===== config.mk =====
export PLATFORM = sky130hd
export DESIGN_NAME = adc_parallel_host_control
export DESIGN_NICKNAME = d
export VERILOG_FILES = /design/src/logic/adc_ctrl_pkg.sv /design/src/logic/sar_engine.sv /design/src/logic/bus_read_driver.sv /design/src/logic/adc_parallel_host_control.sv
export SDC_FILE = /design/constraint.sdc
export NUM_CORES = 1
export LEC_CHECK = 0
export BUFFER_PORTS_ARGS = -buffer_cell sky130_fd_sc_hd__buf_2
export CORE_AREA = 2 2 100 102
export DETAILED_ROUTE_END_ITERATION = 12
export DIE_AREA = 0 0 102 104
export GPL_TIMING_DRIVEN = 0
export HOLD_SLACK_MARGIN = 0.05
export PLACE_DENSITY_LB_ADDON = 0.05
export SYNTH_ARGS = -nofsm -noshare
export SYNTH_HDL_FRONTEND = slang
export SYNTH_SLANG_ARGS = --single-unit

===== constraint.sdc =====
create_clock -name clk_in -period 6.5 [get_ports clk_in]
set_clock_uncertainty 0.15 [all_clocks]
set_input_delay 0.325 -clock clk_in [delete_from_list [all_inputs] [get_ports clk_in]]
set_output_delay 0.325 -clock clk_in [all_outputs]
set_load 0.01 [all_outputs]

===== src/logic/adc_ctrl_pkg.sv =====
// constants and types shared by the converter control block
// assumes a single 200 MHz system clock and synchronous pin inputs
package adc_ctrl_pkg;

    // ------------------------------------------------------------
    // timing
    // ------------------------------------------------------------
    localparam int CLK_PERIOD_NS    = 5;
    localparam int CONV_TIME_INT_NS = 3600;
    localparam int CONV_STEPS       = 13;
    localparam int ACQ_STEPS        = 3;
    // internal conversion clock period, rounded down to whole cycles
    localparam int INT_TICK_CYCLES  = CONV_TIME_INT_NS / (CONV_STEPS * CLK_PERIOD_NS);

    // ------------------------------------------------------------
    // widths and control byte fields
    // ------------------------------------------------------------
    localparam int RESULT_W   = 12;
    localparam int CTRL_W     = 8;
    localparam int PM_HI_POS  = 7;
    localparam int PM_LO_POS  = 6;
    localparam int ACQ_POS    = 5;
    localparam int SGL_POS    = 4;
    localparam int UNI_POS    = 3;
    localparam int ADDR_LSB   = 0;
    localparam int ADDR_W     = 3;

    // ------------------------------------------------------------
    // encodings and reset values
    // ------------------------------------------------------------
    localparam logic [1:0] PM_SHUTDOWN = 2'h0;
    localparam logic [1:0] PM_STANDBY  = 2'h1;
    localparam logic [1:0] PM_INT_CLK  = 2'h2;
    localparam logic [1:0] PM_EXT_CLK  = 2'h3;
    localparam logic       CLK_MODE_RESET = 1'h1;
    localparam logic       INT_N_RESET    = 1'h1;
    localparam logic [7:0] CTRL_RESET     = 8'hC8;

    typedef enum logic [1:0] {
        ST_IDLE    = 2'b00,
        ST_ACQ_INT = 2'b01,
        ST_ACQ_EXT = 2'b10,
        ST_CONV    = 2'b11
    } seq_t;

endpackage : adc_ctrl_pkg


===== src/logic/sar_engine.sv =====
// successive-approximation register: 12 decisions then one finishing step
// assumes step_in pulses once per conversion clock and comp_in answers the trial code
`timescale 1ns/1ps
module sar_engine
    import adc_ctrl_pkg::*;
#(
    parameter int W = RESULT_W
) (
    input  wire logic         clk_in,      // system clock
    input  wire logic         rst_in,      // sync reset, high
    input  wire logic         start_in,    // begin a conversion
    input  wire logic         step_in,     // conversion clock tick
    input  wire logic         comp_in,     // input at or above trial
    input  wire logic         unipolar_in, // coding select
    output logic [W-1:0]      trial_out,   // trial code to dac
    output logic [W-1:0]      result_out,  // finished code
    output logic              done_out     // one-cycle finish pulse
);

    typedef struct packed {
        logic [W-1:0] code;
        logic [3:0]   cnt;
        logic         busy;
        logic         done;
        logic [W-1:0] result;
    } sar_t;

    sar_t s_reg;
    sar_t s_next;

    always_comb begin
        int bi;
        bi = 0;
        s_next = s_reg;
        s_next.done = 1'b0;
        if (start_in) begin
            s_next.code = {1'b1, {(W-1){1'b0}}};
            s_next.cnt  = 4'h0;
            s_next.busy = 1'b1;
        end else if (step_in && s_reg.busy) begin
            if (s_reg.cnt == 4'(CONV_STEPS - 1)) begin
                s_next.busy = 1'b0;
                s_next.done = 1'b1;
                s_next.result = unipolar_in ? s_reg.code : {~s_reg.code[W-1], s_reg.code[W-2:0]};
            end else begin
                bi = W - 1 - int'(s_reg.cnt);
                if (!comp_in) s_next.code[bi] = 1'b0;
                if (bi != 0) s_next.code[bi-1] = 1'b1;
                s_next.cnt = s_reg.cnt + 4'h1;
            end
        end
    end

    always_ff @(posedge clk_in) begin
        if (rst_in) s_reg <= '0;
        else s_reg <= s_next;
    end

    assign trial_out  = s_reg.code;
    assign result_out = s_reg.result;
    assign done_out   = s_reg.done;

    // ------------------------------------------------------------
    // checks
    // ------------------------------------------------------------
    a_bipolar_flip: assert property (@(posedge clk_in) disable iff (rst_in)
        done_out && !$past(unipolar_in) |-> result_out[W-1] == ~$past(s_reg.code[W-1]))
        else $error("bipolar result not two's complement");

endmodule : sar_engine


===== src/logic/bus_read_driver.sv =====
// drives the byte-wide result bus for the read strobe
// assumes strobes are synchronous; output enable high while driving
`timescale 1ns/1ps
module bus_read_driver
    import adc_ctrl_pkg::*;
(
    input  wire logic                clk_in,              // system clock
    input  wire logic                rst_in,              // sync reset, high
    input  wire logic                cs_n_in,             // chip select, low
    input  wire logic                rd_n_in,             // read strobe, low
    input  wire logic                high_byte_select_in, // upper byte select
    input  wire logic [RESULT_W-1:0] result_in,           // held result
    input  wire logic                unipolar_in,         // coding of result
    output logic [CTRL_W-1:0]        data_out,            // bus data
    output logic                     data_oe_out          // bus drive enable
);

    typedef struct packed {
        logic [CTRL_W-1:0] data;
        logic              oe;
    } rdrv_t;

    rdrv_t s_reg;
    rdrv_t s_next;

    always_comb begin
        s_next.oe = !cs_n_in && !rd_n_in;
        s_next.data = 8'h00;
        if (s_next.oe && !high_byte_select_in) s_next.data = result_in[7:0];
        if (s_next.oe && high_byte_select_in)
            s_next.data = {unipolar_in ? 4'h0 : {4{result_in[11]}}, result_in[11:8]};
    end

    always_ff @(posedge clk_in) begin
        if (rst_in) s_reg <= '0;
        else s_reg <= s_next;
    end

    assign data_out    = s_reg.data;
    assign data_oe_out = s_reg.oe;

    // ------------------------------------------------------------
    // checks
    // ------------------------------------------------------------
    a_deselect_hiz: assert property (@(posedge clk_in) disable iff (rst_in)
        cs_n_in |=> !data_oe_out)
        else $error("bus driven while deselected");
    a_low_byte: assert property (@(posedge clk_in) disable iff (rst_in)
        !cs_n_in && !rd_n_in && !high_byte_select_in |=> data_out == $past(result_in[7:0]))
        else $error("low byte wrong");
    a_high_fill: assert property (@(posedge clk_in) disable iff (rst_in)
        !cs_n_in && !rd_n_in && high_byte_select_in
        |=> data_out[7:4] == ($past(unipolar_in) ? 4'h0 : {4{$past(result_in[11])}}))
        else $error("high byte fill wrong");
    c_high_read: cover property (@(posedge clk_in) !cs_n_in && !rd_n_in && high_byte_select_in);

endmodule : bus_read_driver


===== src/logic/adc_parallel_host_control.sv =====
// control and host interface of a 12-bit sar converter with input mux
// assumes pins are synchronous to clk_in; analog front end answers comp_in
`timescale 1ns/1ps

// Notes on behaviour
// - chip select high: clock, write and read ignored, bus undriven.
// - host puts control byte on the data lines during a write; device latches it.
// - byte bits: power mode hi, lo, acquisition, single-ended, unipolar, 3-bit address.
// - unipolar gives straight binary, bipolar gives two's complement.
// - read with select and read low; byte select picks low or upper bits.
// - upper byte read fills bits 7..4 with zero or the sign bit.
// - single-ended: address picks the positive channel, common is negative.
// - differential: address 2..1 pick a pair, bit 0 swaps polarity.
// - reset gives external clock mode and done output high.
// - both power-down modes keep the bus working but stop conversions.
// - standby ends on the next write strobe rising edge.
// - shutdown is entered only after the running conversion ends.
// - write strobe rising edge in shutdown returns to normal operation.
// - result is a 12-bit code, one step is reference over 4096.
// - sequence: one write, three acquisition, thirteen conversion, two read cycles.
// - power field: 00 shutdown, 01 standby, 10 internal, 11 external clock.
// - done output falls on a valid result, rises on read or write.
// - acquisition bit 1 holds acquisition; a matching write with 0 converts.
module adc_parallel_host_control
    import adc_ctrl_pkg::*;
#(
    parameter int NUM_CHANNELS = 8
) (
    input  wire logic                clk_in,              // system clock
    input  wire logic                rst_in,              // sync reset, high
    input  wire logic                cs_n_in,             // chip select, low
    input  wire logic                wr_n_in,             // write strobe, low
    input  wire logic                rd_n_in,             // read strobe, low
    input  wire logic                high_byte_select_in, // upper byte select
    input  wire logic                conv_clk_in,         // external conversion clock
    input  wire logic [CTRL_W-1:0]   data_in,             // bus data in
    input  wire logic                comp_in,             // comparator decision
    output logic [CTRL_W-1:0]        data_out,            // bus data out
    output logic                     data_oe_out,         // bus drive enable
    output logic                     int_n_out,           // conversion done, low
    output logic                     track_out,           // track and hold tracking
    output logic [ADDR_W-1:0]        pos_ch_out,          // positive input channel
    output logic [ADDR_W-1:0]        neg_ch_out,          // negative input channel
    output logic                     neg_is_com_out,      // negative input is common
    output logic                     unipolar_out,        // unipolar input range
    output logic                     ext_clk_mode_out,    // external clock mode
    output logic                     standby_out,         // standby power state
    output logic                     shutdown_out,        // shutdown power state
    output logic [RESULT_W-1:0]      trial_code_out       // sar trial code to dac
);

    // ------------------------------------------------------------
    // state
    // ------------------------------------------------------------
    typedef struct packed {
        logic [CTRL_W-1:0]   ctrl;
        logic                ext_clk;
        seq_t                st;
        logic                standby;
        logic                shutdown;
        logic [1:0]          pend_pm;
        logic [1:0]          acq_cnt;
        logic [5:0]          div;
        logic                wr_q;
        logic                rd_q;
        logic                clk_q;
        logic                cs_q;
        logic                int_n;
        logic [RESULT_W-1:0] result;
        logic                res_uni;
        logic                sar_start;
        logic                track;
        logic [ADDR_W-1:0]   pos_ch;
        logic [ADDR_W-1:0]   neg_ch;
        logic                neg_com;
    } ctl_t;

    ctl_t s_reg;
    ctl_t s_next;

    logic                wr_edge;
    logic                rd_start;
    logic                clk_edge;
    logic                int_tick;
    logic                tick;
    logic                sar_step;
    logic                sar_done;
    logic                conv_done;
    logic [RESULT_W-1:0] sar_result;

    // the four-channel variant has no upper bank, so the high address bit folds away
    function automatic logic [ADDR_W-1:0] chan_fit(input logic [ADDR_W-1:0] ch);
        chan_fit = (NUM_CHANNELS > 4) ? ch : {1'b0, ch[ADDR_W-2:0]};
    endfunction : chan_fit

    // ------------------------------------------------------------
    // strobe and clock events
    // ------------------------------------------------------------
    // write strobe rising edge, selected
    assign wr_edge   = wr_n_in && !s_reg.wr_q && !s_reg.cs_q;
    assign rd_start  = !rd_n_in && s_reg.rd_q && !cs_n_in;
    assign clk_edge  = conv_clk_in && !s_reg.clk_q && !cs_n_in;
    assign int_tick  = s_reg.div == 6'(INT_TICK_CYCLES - 1);
    assign tick      = s_reg.ext_clk ? clk_edge : int_tick;
    assign sar_step  = tick && (s_reg.st == ST_CONV);
    assign conv_done = sar_done && (s_reg.st == ST_CONV);

    // ------------------------------------------------------------
    // next state
    // ------------------------------------------------------------
    always_comb begin
        s_next = s_reg;
        s_next.wr_q = wr_n_in;
        s_next.rd_q = rd_n_in;
        s_next.clk_q = conv_clk_in;
        s_next.cs_q = cs_n_in;
        s_next.sar_start = 1'b0;
        s_next.div = (s_reg.ext_clk || int_tick) ? 6'h00 : s_reg.div + 6'h01;

        if (rd_start) s_next.int_n = 1'b1;

        unique case (s_reg.st)
            ST_IDLE: begin
                s_next.track = 1'b0;
            end
            ST_ACQ_EXT: begin
                s_next.track = 1'b1;
            end
            ST_ACQ_INT: begin
                if (tick) begin
                    if (s_reg.acq_cnt == 2'(ACQ_STEPS - 1)) begin
                        s_next.st = ST_CONV;
                        s_next.sar_start = 1'b1;
                        s_next.track = 1'b0;
                    end else begin
                        s_next.acq_cnt = s_reg.acq_cnt + 2'h1;
                    end
                end
            end
            ST_CONV: begin
                if (sar_done) begin
                    s_next.st = ST_IDLE;
                    s_next.shutdown = s_reg.pend_pm == PM_SHUTDOWN;
                    s_next.standby = s_reg.pend_pm == PM_STANDBY;
                end
            end
        endcase

        if (wr_edge) begin
            s_next.ctrl = data_in;
            s_next.int_n = 1'b1;
            s_next.standby = 1'b0;
            s_next.shutdown = 1'b0;
            s_next.pend_pm = data_in[PM_HI_POS:PM_LO_POS];
            if (data_in[PM_HI_POS]) s_next.ext_clk = data_in[PM_LO_POS];
            s_next.acq_cnt = 2'h0;
            s_next.track = 1'b1;
            if (s_reg.st == ST_ACQ_EXT && !data_in[ACQ_POS]
                && data_in[ADDR_W-1:0] == s_reg.ctrl[ADDR_W-1:0]) begin
                s_next.st = ST_CONV;
                s_next.sar_start = 1'b1;
                s_next.track = 1'b0;
            end else if (data_in[ACQ_POS]) begin
                s_next.st = ST_ACQ_EXT;
            end else begin
                s_next.st = ST_ACQ_INT;
            end
        end

        // a finishing conversion wins over a clear in the same cycle
        // result kept apart so a new acquisition leaves it readable
        if (conv_done) begin
            s_next.result = sar_result;
            s_next.res_uni = s_reg.ctrl[UNI_POS];
            s_next.int_n = 1'b0;
        end

        s_next.neg_com = s_next.ctrl[SGL_POS];
        s_next.pos_ch = chan_fit(s_next.ctrl[ADDR_LSB +: ADDR_W]);
        s_next.neg_ch = chan_fit({s_next.ctrl[ADDR_LSB+1 +: ADDR_W-1], ~s_next.ctrl[ADDR_LSB]});
    end

    always_ff @(posedge clk_in) begin
        if (rst_in) begin
            s_reg <= '0;
            s_reg.ctrl <= CTRL_RESET;
            s_reg.ext_clk <= CLK_MODE_RESET;
            s_reg.int_n <= INT_N_RESET;
            s_reg.pend_pm <= PM_EXT_CLK;
            s_reg.wr_q <= 1'h1;
            s_reg.rd_q <= 1'h1;
            s_reg.cs_q <= 1'h1;
            s_reg.neg_com <= CTRL_RESET[SGL_POS];
            s_reg.neg_ch <= 3'h1;
        end else begin
            s_reg <= s_next;
        end
    end

    // ------------------------------------------------------------
    // sar and read path
    // ------------------------------------------------------------
    sar_engine #(
        .W           (RESULT_W)
    ) u_sar (
        .clk_in      (clk_in),
        .rst_in      (rst_in),
        .start_in    (s_reg.sar_start),
        .step_in     (sar_step),
        .comp_in     (comp_in),
        .unipolar_in (s_reg.ctrl[UNI_POS]),
        .trial_out   (trial_code_out),
        .result_out  (sar_result),
        .done_out    (sar_done)
    );

    // read path runs whatever the power state
    bus_read_driver u_rd (
        .clk_in              (clk_in),
        .rst_in              (rst_in),
        .cs_n_in             (cs_n_in),
        .rd_n_in             (rd_n_in),
        .high_byte_select_in (high_byte_select_in),
        .result_in           (s_reg.result),
        .unipolar_in         (s_reg.res_uni),
        .data_out            (data_out),
        .data_oe_out         (data_oe_out)
    );

    assign int_n_out        = s_reg.int_n;
    assign track_out        = s_reg.track;
    assign pos_ch_out       = s_reg.pos_ch;
    assign neg_ch_out       = s_reg.neg_ch;
    assign neg_is_com_out   = s_reg.neg_com;
    assign unipolar_out     = s_reg.ctrl[UNI_POS];
    assign ext_clk_mode_out = s_reg.ext_clk;
    assign standby_out      = s_reg.standby;
    assign shutdown_out     = s_reg.shutdown;

    // ------------------------------------------------------------
    // checks
    // ------------------------------------------------------------
    a_ctrl_capture: assert property (@(posedge clk_in) disable iff (rst_in)
        wr_edge |=> s_reg.ctrl == $past(data_in))
        else $error("control byte not captured");
    a_no_deselect_write: assert property (@(posedge clk_in) disable iff (rst_in)
        $past(cs_n_in) && cs_n_in && !$past(wr_n_in) && wr_n_in |=> $stable(s_reg.ctrl))
        else $error("write taken while deselected");
    a_reset_state: assert property (@(posedge clk_in) disable iff (rst_in)
        $past(rst_in) |-> int_n_out && ext_clk_mode_out)
        else $error("reset defaults wrong");
    a_single_chan: assert property (@(posedge clk_in) disable iff (rst_in)
        neg_is_com_out |-> pos_ch_out == chan_fit(s_reg.ctrl[ADDR_LSB +: ADDR_W]))
        else $error("single-ended channel wrong");
    a_diff_pair: assert property (@(posedge clk_in) disable iff (rst_in)
        !neg_is_com_out |-> pos_ch_out[2:1] == neg_ch_out[2:1]
        && pos_ch_out[0] == s_reg.ctrl[0] && neg_ch_out[0] == !s_reg.ctrl[0])
        else $error("differential pair wrong");
    a_wake_write: assert property (@(posedge clk_in) disable iff (rst_in)
        wr_edge |=> !standby_out && !shutdown_out)
        else $error("no wake on write");
    a_down_after: assert property (@(posedge clk_in) disable iff (rst_in)
        conv_done && !wr_edge && s_reg.pend_pm == PM_SHUTDOWN |=> shutdown_out)
        else $error("shutdown not entered after conversion");
    a_shut_hold: assert property (@(posedge clk_in) disable iff (rst_in)
        shutdown_out && !wr_edge |=> shutdown_out)
        else $error("shutdown left without write");
    a_clock_keep: assert property (@(posedge clk_in) disable iff (rst_in)
        wr_edge && !data_in[PM_HI_POS] |=> ext_clk_mode_out == $past(ext_clk_mode_out))
        else $error("power-down changed clock mode");
    a_done_low: assert property (@(posedge clk_in) disable iff (rst_in)
        conv_done |=> !int_n_out ##0 s_reg.result == $past(sar_result))
        else $error("done not flagged");
    a_read_clear: assert property (@(posedge clk_in) disable iff (rst_in)
        rd_start && !conv_done |=> int_n_out)
        else $error("done not cleared by read");
    a_acq_three: assert property (@(posedge clk_in) disable iff (rst_in)
        s_reg.st == ST_ACQ_INT && tick && s_reg.acq_cnt == 2'h2 && !wr_edge |=> s_reg.st == ST_CONV)
        else $error("acquisition length wrong");
    a_ext_release: assert property (@(posedge clk_in) disable iff (rst_in)
        wr_edge && s_reg.st == ST_ACQ_EXT && !data_in[ACQ_POS]
        && data_in[2:0] == s_reg.ctrl[2:0] |=> s_reg.st == ST_CONV ##1 !track_out)
        else $error("external acquisition not released");

    c_conv_done: cover property (@(posedge clk_in) disable iff (rst_in) conv_done);
    c_ext_acq: cover property (@(posedge clk_in) disable iff (rst_in)
        s_reg.st == ST_ACQ_EXT ##1 s_reg.st == ST_CONV);
    c_shutdown: cover property (@(posedge clk_in) disable iff (rst_in) $rose(shutdown_out));
    c_standby_wake: cover property (@(posedge clk_in) disable iff (rst_in)
        standby_out ##1 !standby_out);

endmodule : adc_parallel_host_control


==> results of run 1 <==
## per-stage QoR
| step | utilization [%] | hold WS (ns) |
|---|---|---|
| final | 46.5 | 0.142 |
| after global routing | 46.5 | 0.153 |
| after CTS | 46.5 | 0.124 |
| after detailed placement | 43.0 | 0.295 |
| after global placement | 43.0 | 0.292 |
| after floorplan | - | 0.280 |
## Yosys cell counts, types with 2 or more instances
cell | count | area share, %
nand2b_1 | 8 | 1.4
a21oi_1 | 28 | 3.8
nor3_1 | 6 | 0.81
xnor2_1 | 6 | 1.4
a31o_2 | 12 | 2.8
buf_4 | 18 | 3.6
nor2_1 | 19 | 1.9
and2_1 | 2 | 0.34
a211oi_1 | 3 | 0.61
nor2b_1 | 2 | 0.34
nand4_1 | 10 | 1.7
ha_1 | 25 | 8.4
a211o_1 | 3 | 0.71
nand2_1 | 52 | 5.3
a22o_1 | 12 | 2.8
o211a_1 | 7 | 1.9
nor3b_1 | 3 | 0.61
clkbuf_1 | 14 | 1.4
or2_2 | 5 | 0.84
nand3b_1 | 5 | 1.0
o21ai_0 | 10 | 1.4
xor2_1 | 3 | 0.71
nand3_1 | 7 | 0.95
or3_1 | 3 | 0.51
and3_1 | 4 | 0.68
a31oi_1 | 6 | 1.0
mux2i_1 | 7 | 1.9
inv_1 | 14 | 1.4
buf_2 | 3 | 0.41
dfxtp_1 | 80 | 43
## power breakdown
part	total, W	internal [W]	switching (W)
sequential	0.000494	0.000493	0.00000185
clock	0.000428	0.000224	0.000204
combinational	0.0000404	0.0000172	0.0000232
## worst paths after layout
| path | startpoint | to | slack [ns] | cells after the start |
|---|---|---|---|---|
| setup / recovery | u_sar.s_reg[14]$_SDFFE_PP0P_ | u_sar.trial_out[8]$_SDFFE_PP0P_ | 3.38 | 8 |
| hold / removal | data_in[5] | s_reg[39]$_SDFFE_PP0P_ | 0.14 | 3 |
| setup reg to reg | u_sar.s_reg[14]$_SDFFE_PP0P_ | u_sar.trial_out[8]$_SDFFE_PP0P_ | 3.38 | 8 |
| hold reg to reg | s_reg[19]$_SDFFE_PP0P_ | s_reg[19]$_SDFFE_PP0P_ | 0.31 | 2 |
## tightest hold or removal path: cells and delay by family
kind	cells	cell delay (ns)
AOI/OAI and AO/OA	1	0.12
buffers and inverters	1	0.11
muxes	1	0.05
## cells in the final DEF (no fill, tap or decap), types with 14 or more instances in the layout
master	Yosys	routed
a21oi_1	28	28
buf_2	3	51
buf_4	18	18
clkbuf_1	14	14
dfxtp_1	80	80
ha_1	25	25
inv_1	14	14
nand2_1	52	52
nor2_1	19	19
## final cells by class
class	count	area, um2
fillers	981	5110
multi-input cells	268	1840
flip-flops and latches	80	1600
repair buffers	58	340
plain buffers	36	214
well taps	133	166
clock buffers	9	124
clock inverters	7	106
inverters	14	52.6
## cell families after synthesis
group                    synth area share, %
AND/OR/NAND/NOR                         18.9
AO/OA/AOI/OAI                           17.6
flip-flops                              43.2
buffers and inverters                   7.20
adder cells (fa/ha/maj)                 8.99
XOR/XNOR                                2.13
multiplexers                            1.89
## routing by layer
metal | vias to the layer above | GRT usage (%) | part of all wire [%]
met1 | 1352 | 23.5 | 49
met4 | 0 | 5.52 | 1.1
li1 | 1527 | - | -
met3 | 7 | 4.30 | 4.1
met5 | - | 0 | 0
met2 | 59 | 25.6 | 46
==> results.cfg, run 1 <==
[die]
die_area_mm2 = 0.0106
pin_count = 50
die_x_um = 102
core_area_mm2 = 0.00955
initial_core_util_pct = 38.8
fp.dieH_um = 104
rows = 36

[flow_run]
cap_violations = 0

[cts]
root_buffer = clkbuf_8
clockBufferDepth = 2
clkSinkCount = 80
clock_latency_ns = 0.36
postCtsHoldBufs = 10
cts_resized = 0
post-cts-setup-buffers = 0
htree_num_levels = 3
path_clk_slew_ns = 0.09
cts_tree = built
cts_made_buffers = 9

[synthesis]
ys_warn_count = 0
syn_area_per_cell_um2 = 9.31
synth_cell_types = 51
synth.ff_latch_count = 80
syn_nets = 440
async_flop_share_pct = 0
synth_edf_count = 0
ys_seq_area_share_pct = 43.2
ys.flop_type = dfxtp_1
syn_area_mm2 = 0.00370
synth_cells = 398

[pwr]
leakagePower_nw = 1.90
power_density_mw_per_mm2 = 217
power_w = 0.000963
max-vdd-ir-drop_mv = 0.0778

[timing]
hold_violations = 0
fmax_ghz = 0.321
slew_viol_final = 0
setup_viol_count_final = 0
final.setup.tns_ns = 0
finalCritPeriodShare_pct = 47.9
worst_slack_ns = 3.38
final.min_clock_period_ns = 3.12
rsz0062_at_grt = false
worst_slew_pin_slew_ns = 0.533
slew_headroom_pct = 64.5

[grt]
grt_pass1_wl_um = 14100
gr-usage-all-layers_pct = 16.9
grt_pass1_vias = 2774
antenna_found_initial = 0
grt_max_degree = 17
overflow = 0

[place]
place_area_mm2 = 0.00411
dp_slack_ns = 3.43
dpl.cell_count = 579
hpwl_um = 6270
place.gp.congestion = 0.822
port_buffers = 48

[finish]
layoutNonFillerInstCount = 605
largest_register_ffs = 34
final_cell_area_mm2 = 0.00444
area_growth_pct = 19.9
nets = 509
drive_gt1_share_pct = 23.1
diodes = 0

[drt]
wl_um = 8470
viasPerCell = 4.87
routedWlPerCell_um = 14.0
detail_route.first_pass.iterations = 5
ant_nets = 0
vias = 2945
first_iter_violations = 95
route.detailed.drc = 0

[min_path]
holdCritPathClass = primary input to register

[setup_path]
cp_top_family = simple AND/OR/NAND/NOR gates
crit_slowest_cell = or4_1
slowest_delay_ns = 0.53
worstSetupPathType = register to register
crit_path_start_kind = register
crit_buf_inv = 1
arrival_ns = 3.27
critical_path.max_fanout = 6
critPathCaptureType = register
cp_data_required_time_ns = 6.65
cp_cell_sequence = inv_1 -> nor3_1 -> nand3_1 -> ha_1 -> or4_1 -> nor3_2 -> nor3b_1 -> a31o_2

[outcome]
status = finished clean
Power figures use the tool's default switching activity.
==> run 2: changes to the inputs <==
Clock period 6.5 ns to 2.6 ns, I/O delays scaled along.
==> run 2 against run 1 <==
- sequential share of layout area down 1.6 points
- total power up 150%
- global-route usage down 0.22 points
- critical path depth up 2
- critical path type unchanged
- largest power group unchanged
- highest routed layer unchanged
==> results.cfg, run 2 (synthesis results as in run 1) <==
[outcome]
status = finished clean

[setup_path]
reg2reg_depth = 10
crit_start = u_sar.s_reg[16]$_SDFFE_PP0P_
worstSetupPathType = register to register
crit_slowest_cell = or4_4
reg2reg_slack_ns = 0.02
path_depth = 10
cp_cell_sequence = clkinvlp_4 -> buf_6 -> ha_4 -> inv_2 -> o21ai_2 -> ha_1 -> or4_4 -> nor3_4 -> nor3b_4 -> a31o_2
arrival_ns = 2.72
crit_buf_inv = 3
timing.critical_path.to = u_sar.trial_out[9]$_SDFFE_PP0P_
slowest_delay_ns = 0.49
critical_path.max_fanout = 4
rr_startpoint = u_sar.s_reg[16]$_SDFFE_PP0P_
critPathCaptureType = register
cp_top_family = simple AND/OR/NAND/NOR gates
crit_path_start_kind = register
reg2reg_to = u_sar.trial_out[9]$_SDFFE_PP0P_
cp_data_required_time_ns = 2.74

[timing]
fmax_ghz = 0.387
worst_slew_pin_slew_ns = 0.528
slew_headroom_pct = 64.7
final.min_clock_period_ns = 2.58
rsz0062_at_grt = true
finalCritPeriodShare_pct = 99.3
hold_violations = 0
slew_viol_final = 0
setup_viol_count_final = 0

[drt]
ant_nets = 0
route.detailed.drc = 0
wl_um = 8700
viasPerCell = 4.88
routedWlPerCell_um = 14.1
vias = 3005
detail_route.first_pass.iterations = 4
first_iter_violations = 98

[place]
port_buffers = 48
place.gp.congestion = 0.795
place_area_mm2 = 0.00412
hpwl_um = 6290

[finish]
final_cell_area_mm2 = 0.00469
num-fill-cells = 933
drive_gt1_share_pct = 28.2
utilization_pct = 49.1
diodes = 0
nets = 520
area_growth_pct = 26.6
final_common_cell = dfxtp_1
final_cell_mix = dfxtp_1 (76), nand2_1 (52), buf_2 (51)
largest_register_ffs = 34

[pwr]
power_density_mw_per_mm2 = 507
leakagePower_nw = 1.98
max-vdd-ir-drop_mv = 0.308

[cts]
path_clk_slew_ns = 0.07
root_buffer = clkbuf_8
htree_num_levels = 3
clkSinkCount = 80
clock_latency_ns = 0.35
cts_tree = built
clockBufferDepth = 2
cts_made_buffers = 9

[die]
die_x_um = 102
initial_core_util_pct = 38.8
rows = 36
fp.dieH_um = 104
core_area_mm2 = 0.00955
pin_count = 50
die_area_mm2 = 0.0106

[grt]
grt_pass1_vias = 2892
gr-usage-all-layers_pct = 16.7
antenna_found_initial = 0
overflow = 0
grt_pass1_wl_um = 14200
grt_max_degree = 15

[flow_run]
cap_violations = 0

[min_path]
holdCritPathClass = primary input to register
==> run 2: cell count changes in the layout (fill, tap and decap cells not counted), moves of 3 or more <==
cell	previous run	this run
a31o_2	12	8
a31o_4	0	4
buf_4	18	26
clkinvlp_4	0	3
dfxtp_1	80	76
dfxtp_4	0	4
ha_1	25	21
ha_4	0	4
inv_1	14	11
==> run 2: worst reg2reg max path, stage by stage (launching register included) <==
cell,delay (ns)
dfxtp_4,0.38
clkinvlp_4,0.13
buf_6,0.16
ha_4,0.15
inv_2,0.04
o21ai_2,0.05
ha_1,0.30
or4_4,0.49
nor3_4,0.24
nor3b_4,0.25
a31o_2,0.18
==> run 2: layout make-up <==
| class | instances | area [um2] | area share (%) |
|---|---|---|---|
| Tap cell | 133 | 166 | 3.55 |
| Clock inverter | 6 | 90.1 | 1.92 |
| Multi-Input combinational cell | 268 | 1970 | 42.1 |
| Sequential cell | 80 | 1620 | 34.5 |
| Clock buffer | 10 | 138 | 2.94 |
| Buffer | 36 | 214 | 4.56 |
| Timing Repair Buffer | 69 | 432 | 9.21 |
| Inverter | 14 | 60.1 | 1.28 |
==> run 2: report_power, final <==
group / leakage [nW] / total (W) / internal [W] / switching [W]
sequential: 0.649 / 0.00123 / 0.00123 / 0.00000474
combinational: 1.22 / 0.000103 / 0.0000450 / 0.0000584
clock: 0.113 / 0.00104 / 0.000572 / 0.000469
total: 1.98 / 0.00238 / 0.00184 / 0.000533
==> run 2: layer usage <==
metal  global-route usage, %  up-vias  part of all wire [%]
met5                       0        -                     0
met4                    5.62        0                   1.9
met3                    3.02       14                   3.1
met2                    26.9       49                    47
met1                    22.4     1395                    48
li1                        -     1547                     -
==> run 2: worst min-delay path by stage <==
stage                          start  depth (start not counted)                                to  slack, ns
after floorplan              cs_n_in                          1              s_reg[23]$_SDFF_PP1_       0.09
after global placement       wr_n_in                          2              s_reg[26]$_SDFF_PP1_       0.19
after detailed placement  data_in[3]                          3         unipolar_out$_SDFFE_PP1P_       0.20
after CTS                    comp_in                          4   u_sar.trial_out[0]$_SDFFE_PP0P_       0.06
after global routing          rst_in                          4  u_sar.trial_out[11]$_SDFFE_PP0P_       0.09
final                         rst_in                          4  u_sar.trial_out[11]$_SDFFE_PP0P_       0.08
==> run 2: repair_timing <==
item                                    in CTS  in global routing
hold buffers                                12                  0
hold endpoints to repair                    16                  0
pin swaps                                    1                 15
setup buffers                                4                  5
resized for setup                           14                 20
cloned                                       0                  0
endpoints found under the setup margin      12                 12
==> run 2: metrics by stage <==
| step | hold slack (ns) | total power, W | setup WS (ns) | setup TNS, ns | std cells |
|---|---|---|---|---|---|
| global route | 0.0884 | 0.00247 | -0.106 | -0.664 | 616 |
| CTS | 0.0581 | 0.00242 | 0.00391 | 0 | 611 |
| finish | 0.0776 | 0.00238 | 0.0192 | 0 | 616 |
| global placement | 0.194 | 0.00135 | -0.340 | -3.65 | 579 |
| detailed placement | 0.201 | 0.00136 | -0.308 | -3.35 | 579 |
| floorplan | 0.0866 | 0.00132 | 0.0149 | 0 | 398 |
==> run 3: changes to the inputs <==
Settings changed: MAX_ROUTING_LAYER set to met4.
==> run 3 against run 2 <==
- combinational power about the same
- total power barely moved
- via count is 0.17% lower
- hold slack better by 0.0022 ns
- cell count is the same
- routed wire length about the same
- critical path type unchanged
- utilization unchanged
- largest cell class unchanged
==> results.cfg, run 3 (synthesis results as in run 1) <==
[setup_path]
crit_path_start_kind = register
crit_slowest_cell = or4_4
critical_path.max_fanout = 4
rr_startpoint = u_sar.s_reg[16]$_SDFFE_PP0P_
cp_cell_sequence = clkinvlp_4 -> buf_6 -> ha_4 -> inv_2 -> o21ai_2 -> ha_1 -> or4_4 -> nor3_4 -> nor3b_4 -> a31o_2
crit_start = u_sar.s_reg[16]$_SDFFE_PP0P_
arrival_ns = 2.72
worstSetupPathType = register to register
cp_data_required_time_ns = 2.74
critPathCaptureType = register
slowest_delay_ns = 0.49

[flow_run]
cap_violations = 0

[cts]
path_clk_slew_ns = 0.08
root_buffer = clkbuf_8
clkSinkCount = 80
clockBufferDepth = 2
htree_num_levels = 3
cts_tree = built
clock_latency_ns = 0.35
cts_made_buffers = 9

[die]
initial_core_util_pct = 38.8
rows = 36
fp.dieH_um = 104
core_area_mm2 = 0.00955
pin_count = 50
die_x_um = 102
die_area_mm2 = 0.0106

[grt]
grt_max_degree = 15
antenna_found_initial = 0
grt_pass1_wl_um = 14200
gr-usage-all-layers_pct = 17.1
grt_pass1_vias = 2891
overflow = 0

[place]
hpwl_um = 6290
port_buffers = 48
dpl.cell_count = 579
place.gp.congestion = 0.806
place_area_mm2 = 0.00412

[drt]
routedWlPerCell_um = 14.1
ant_nets = 0
vias = 3000
first_iter_violations = 107
route.detailed.drc = 0
viasPerCell = 4.87
wl_um = 8700
detail_route.first_pass.iterations = 4

[finish]
area_growth_pct = 26.6
layoutNonFillerInstCount = 616
drive_gt1_share_pct = 28.2
diodes = 0
final_cell_area_mm2 = 0.00469
largest_register_ffs = 34
final_common_cell = dfxtp_1
final_cell_mix = dfxtp_1 (76), nand2_1 (52), buf_2 (51)
nets = 520

[timing]
worst_slew_pin_slew_ns = 0.528
whs_ns = 0.0798
final.min_clock_period_ns = 2.59
setup_viol_count_final = 0
hold_violations = 0
slew_viol_final = 0
rsz0062_at_grt = true
slew_headroom_pct = 64.7
fmax_ghz = 0.387
finalCritPeriodShare_pct = 99.5
final.setup.tns_ns = 0

[min_path]
holdCritPathClass = primary input to register
hold_start = rst_in

[pwr]
leakagePower_nw = 1.98
power_density_mw_per_mm2 = 507
max-vdd-ir-drop_mv = 0.308
power_w = 0.00238

[outcome]
status = finished clean
run 3: cell counts in the layout (fill, tap and decap cells not counted):
Identical to the previous run, type by type.
run 3: worst paths after layout:
kind	end	slack (ns)	cells past startpoint
max	u_sar.trial_out[9]$_SDFFE_PP0P_	0.01	10
min	u_sar.trial_out[11]$_SDFFE_PP0P_	0.08	4
min reg2reg	s_reg[20]$_SDFFE_PP0P_	0.31	2
max reg2reg	u_sar.trial_out[9]$_SDFFE_PP0P_	0.01	10
run 3: area by class of cell:
type	instances	area, um2
fillers	933	4860
repair buffers	69	432
clock inverters	6	90.1
well taps	133	166
plain buffers	36	214
flip-flops and latches	80	1620
clock buffers	10	138
multi-input cells	268	1970
inverters	14	60.1
run 3: per-layer routing:
layer	wire, um	track usage [%]
met1	4160	22.4
met5	0	-
met2	4130	26.9
met4	148	5.33
met3	254	3.02
run 3: through the flow:
stage | setup slack [ns] | utilization [%]
after floorplan | 0.0149 | -
after global placement | -0.340 | 43.1
after detailed placement | -0.308 | 43.1
after CTS | 0.00391 | 47.5
after global routing | -0.105 | 49.1
final | 0.0140 | 49.1
run 3: power breakdown:
group / leakage [nW] / total (W) / internal, W / switching [W]
clock network: 0.113 / 0.00104 / 0.000572 / 0.000469
registers: 0.649 / 0.00123 / 0.00123 / 0.00000473
logic: 1.22 / 0.000104 / 0.0000450 / 0.0000586
total: 1.98 / 0.00238 / 0.00184 / 0.000532
run 3: critical path, delay by kind of cell (launching register included):
| family | cells | cell delay [ns] |
|---|---|---|
| simple gates | 3 | 0.98 |
| buf+inv | 3 | 0.32 |
| flops | 1 | 0.38 |
| fa+ha+maj | 2 | 0.45 |
| compound gates | 2 | 0.23 |
run 3: what timing repair did:
action,4_1_cts,5_1_grt
hold endpoints to repair,16,0
endpoints found under the setup margin,12,12
buffers inserted,4,5
gates resized for setup,14,20
cloned,0,0
pin swaps,1,15
hold buffers,12,0
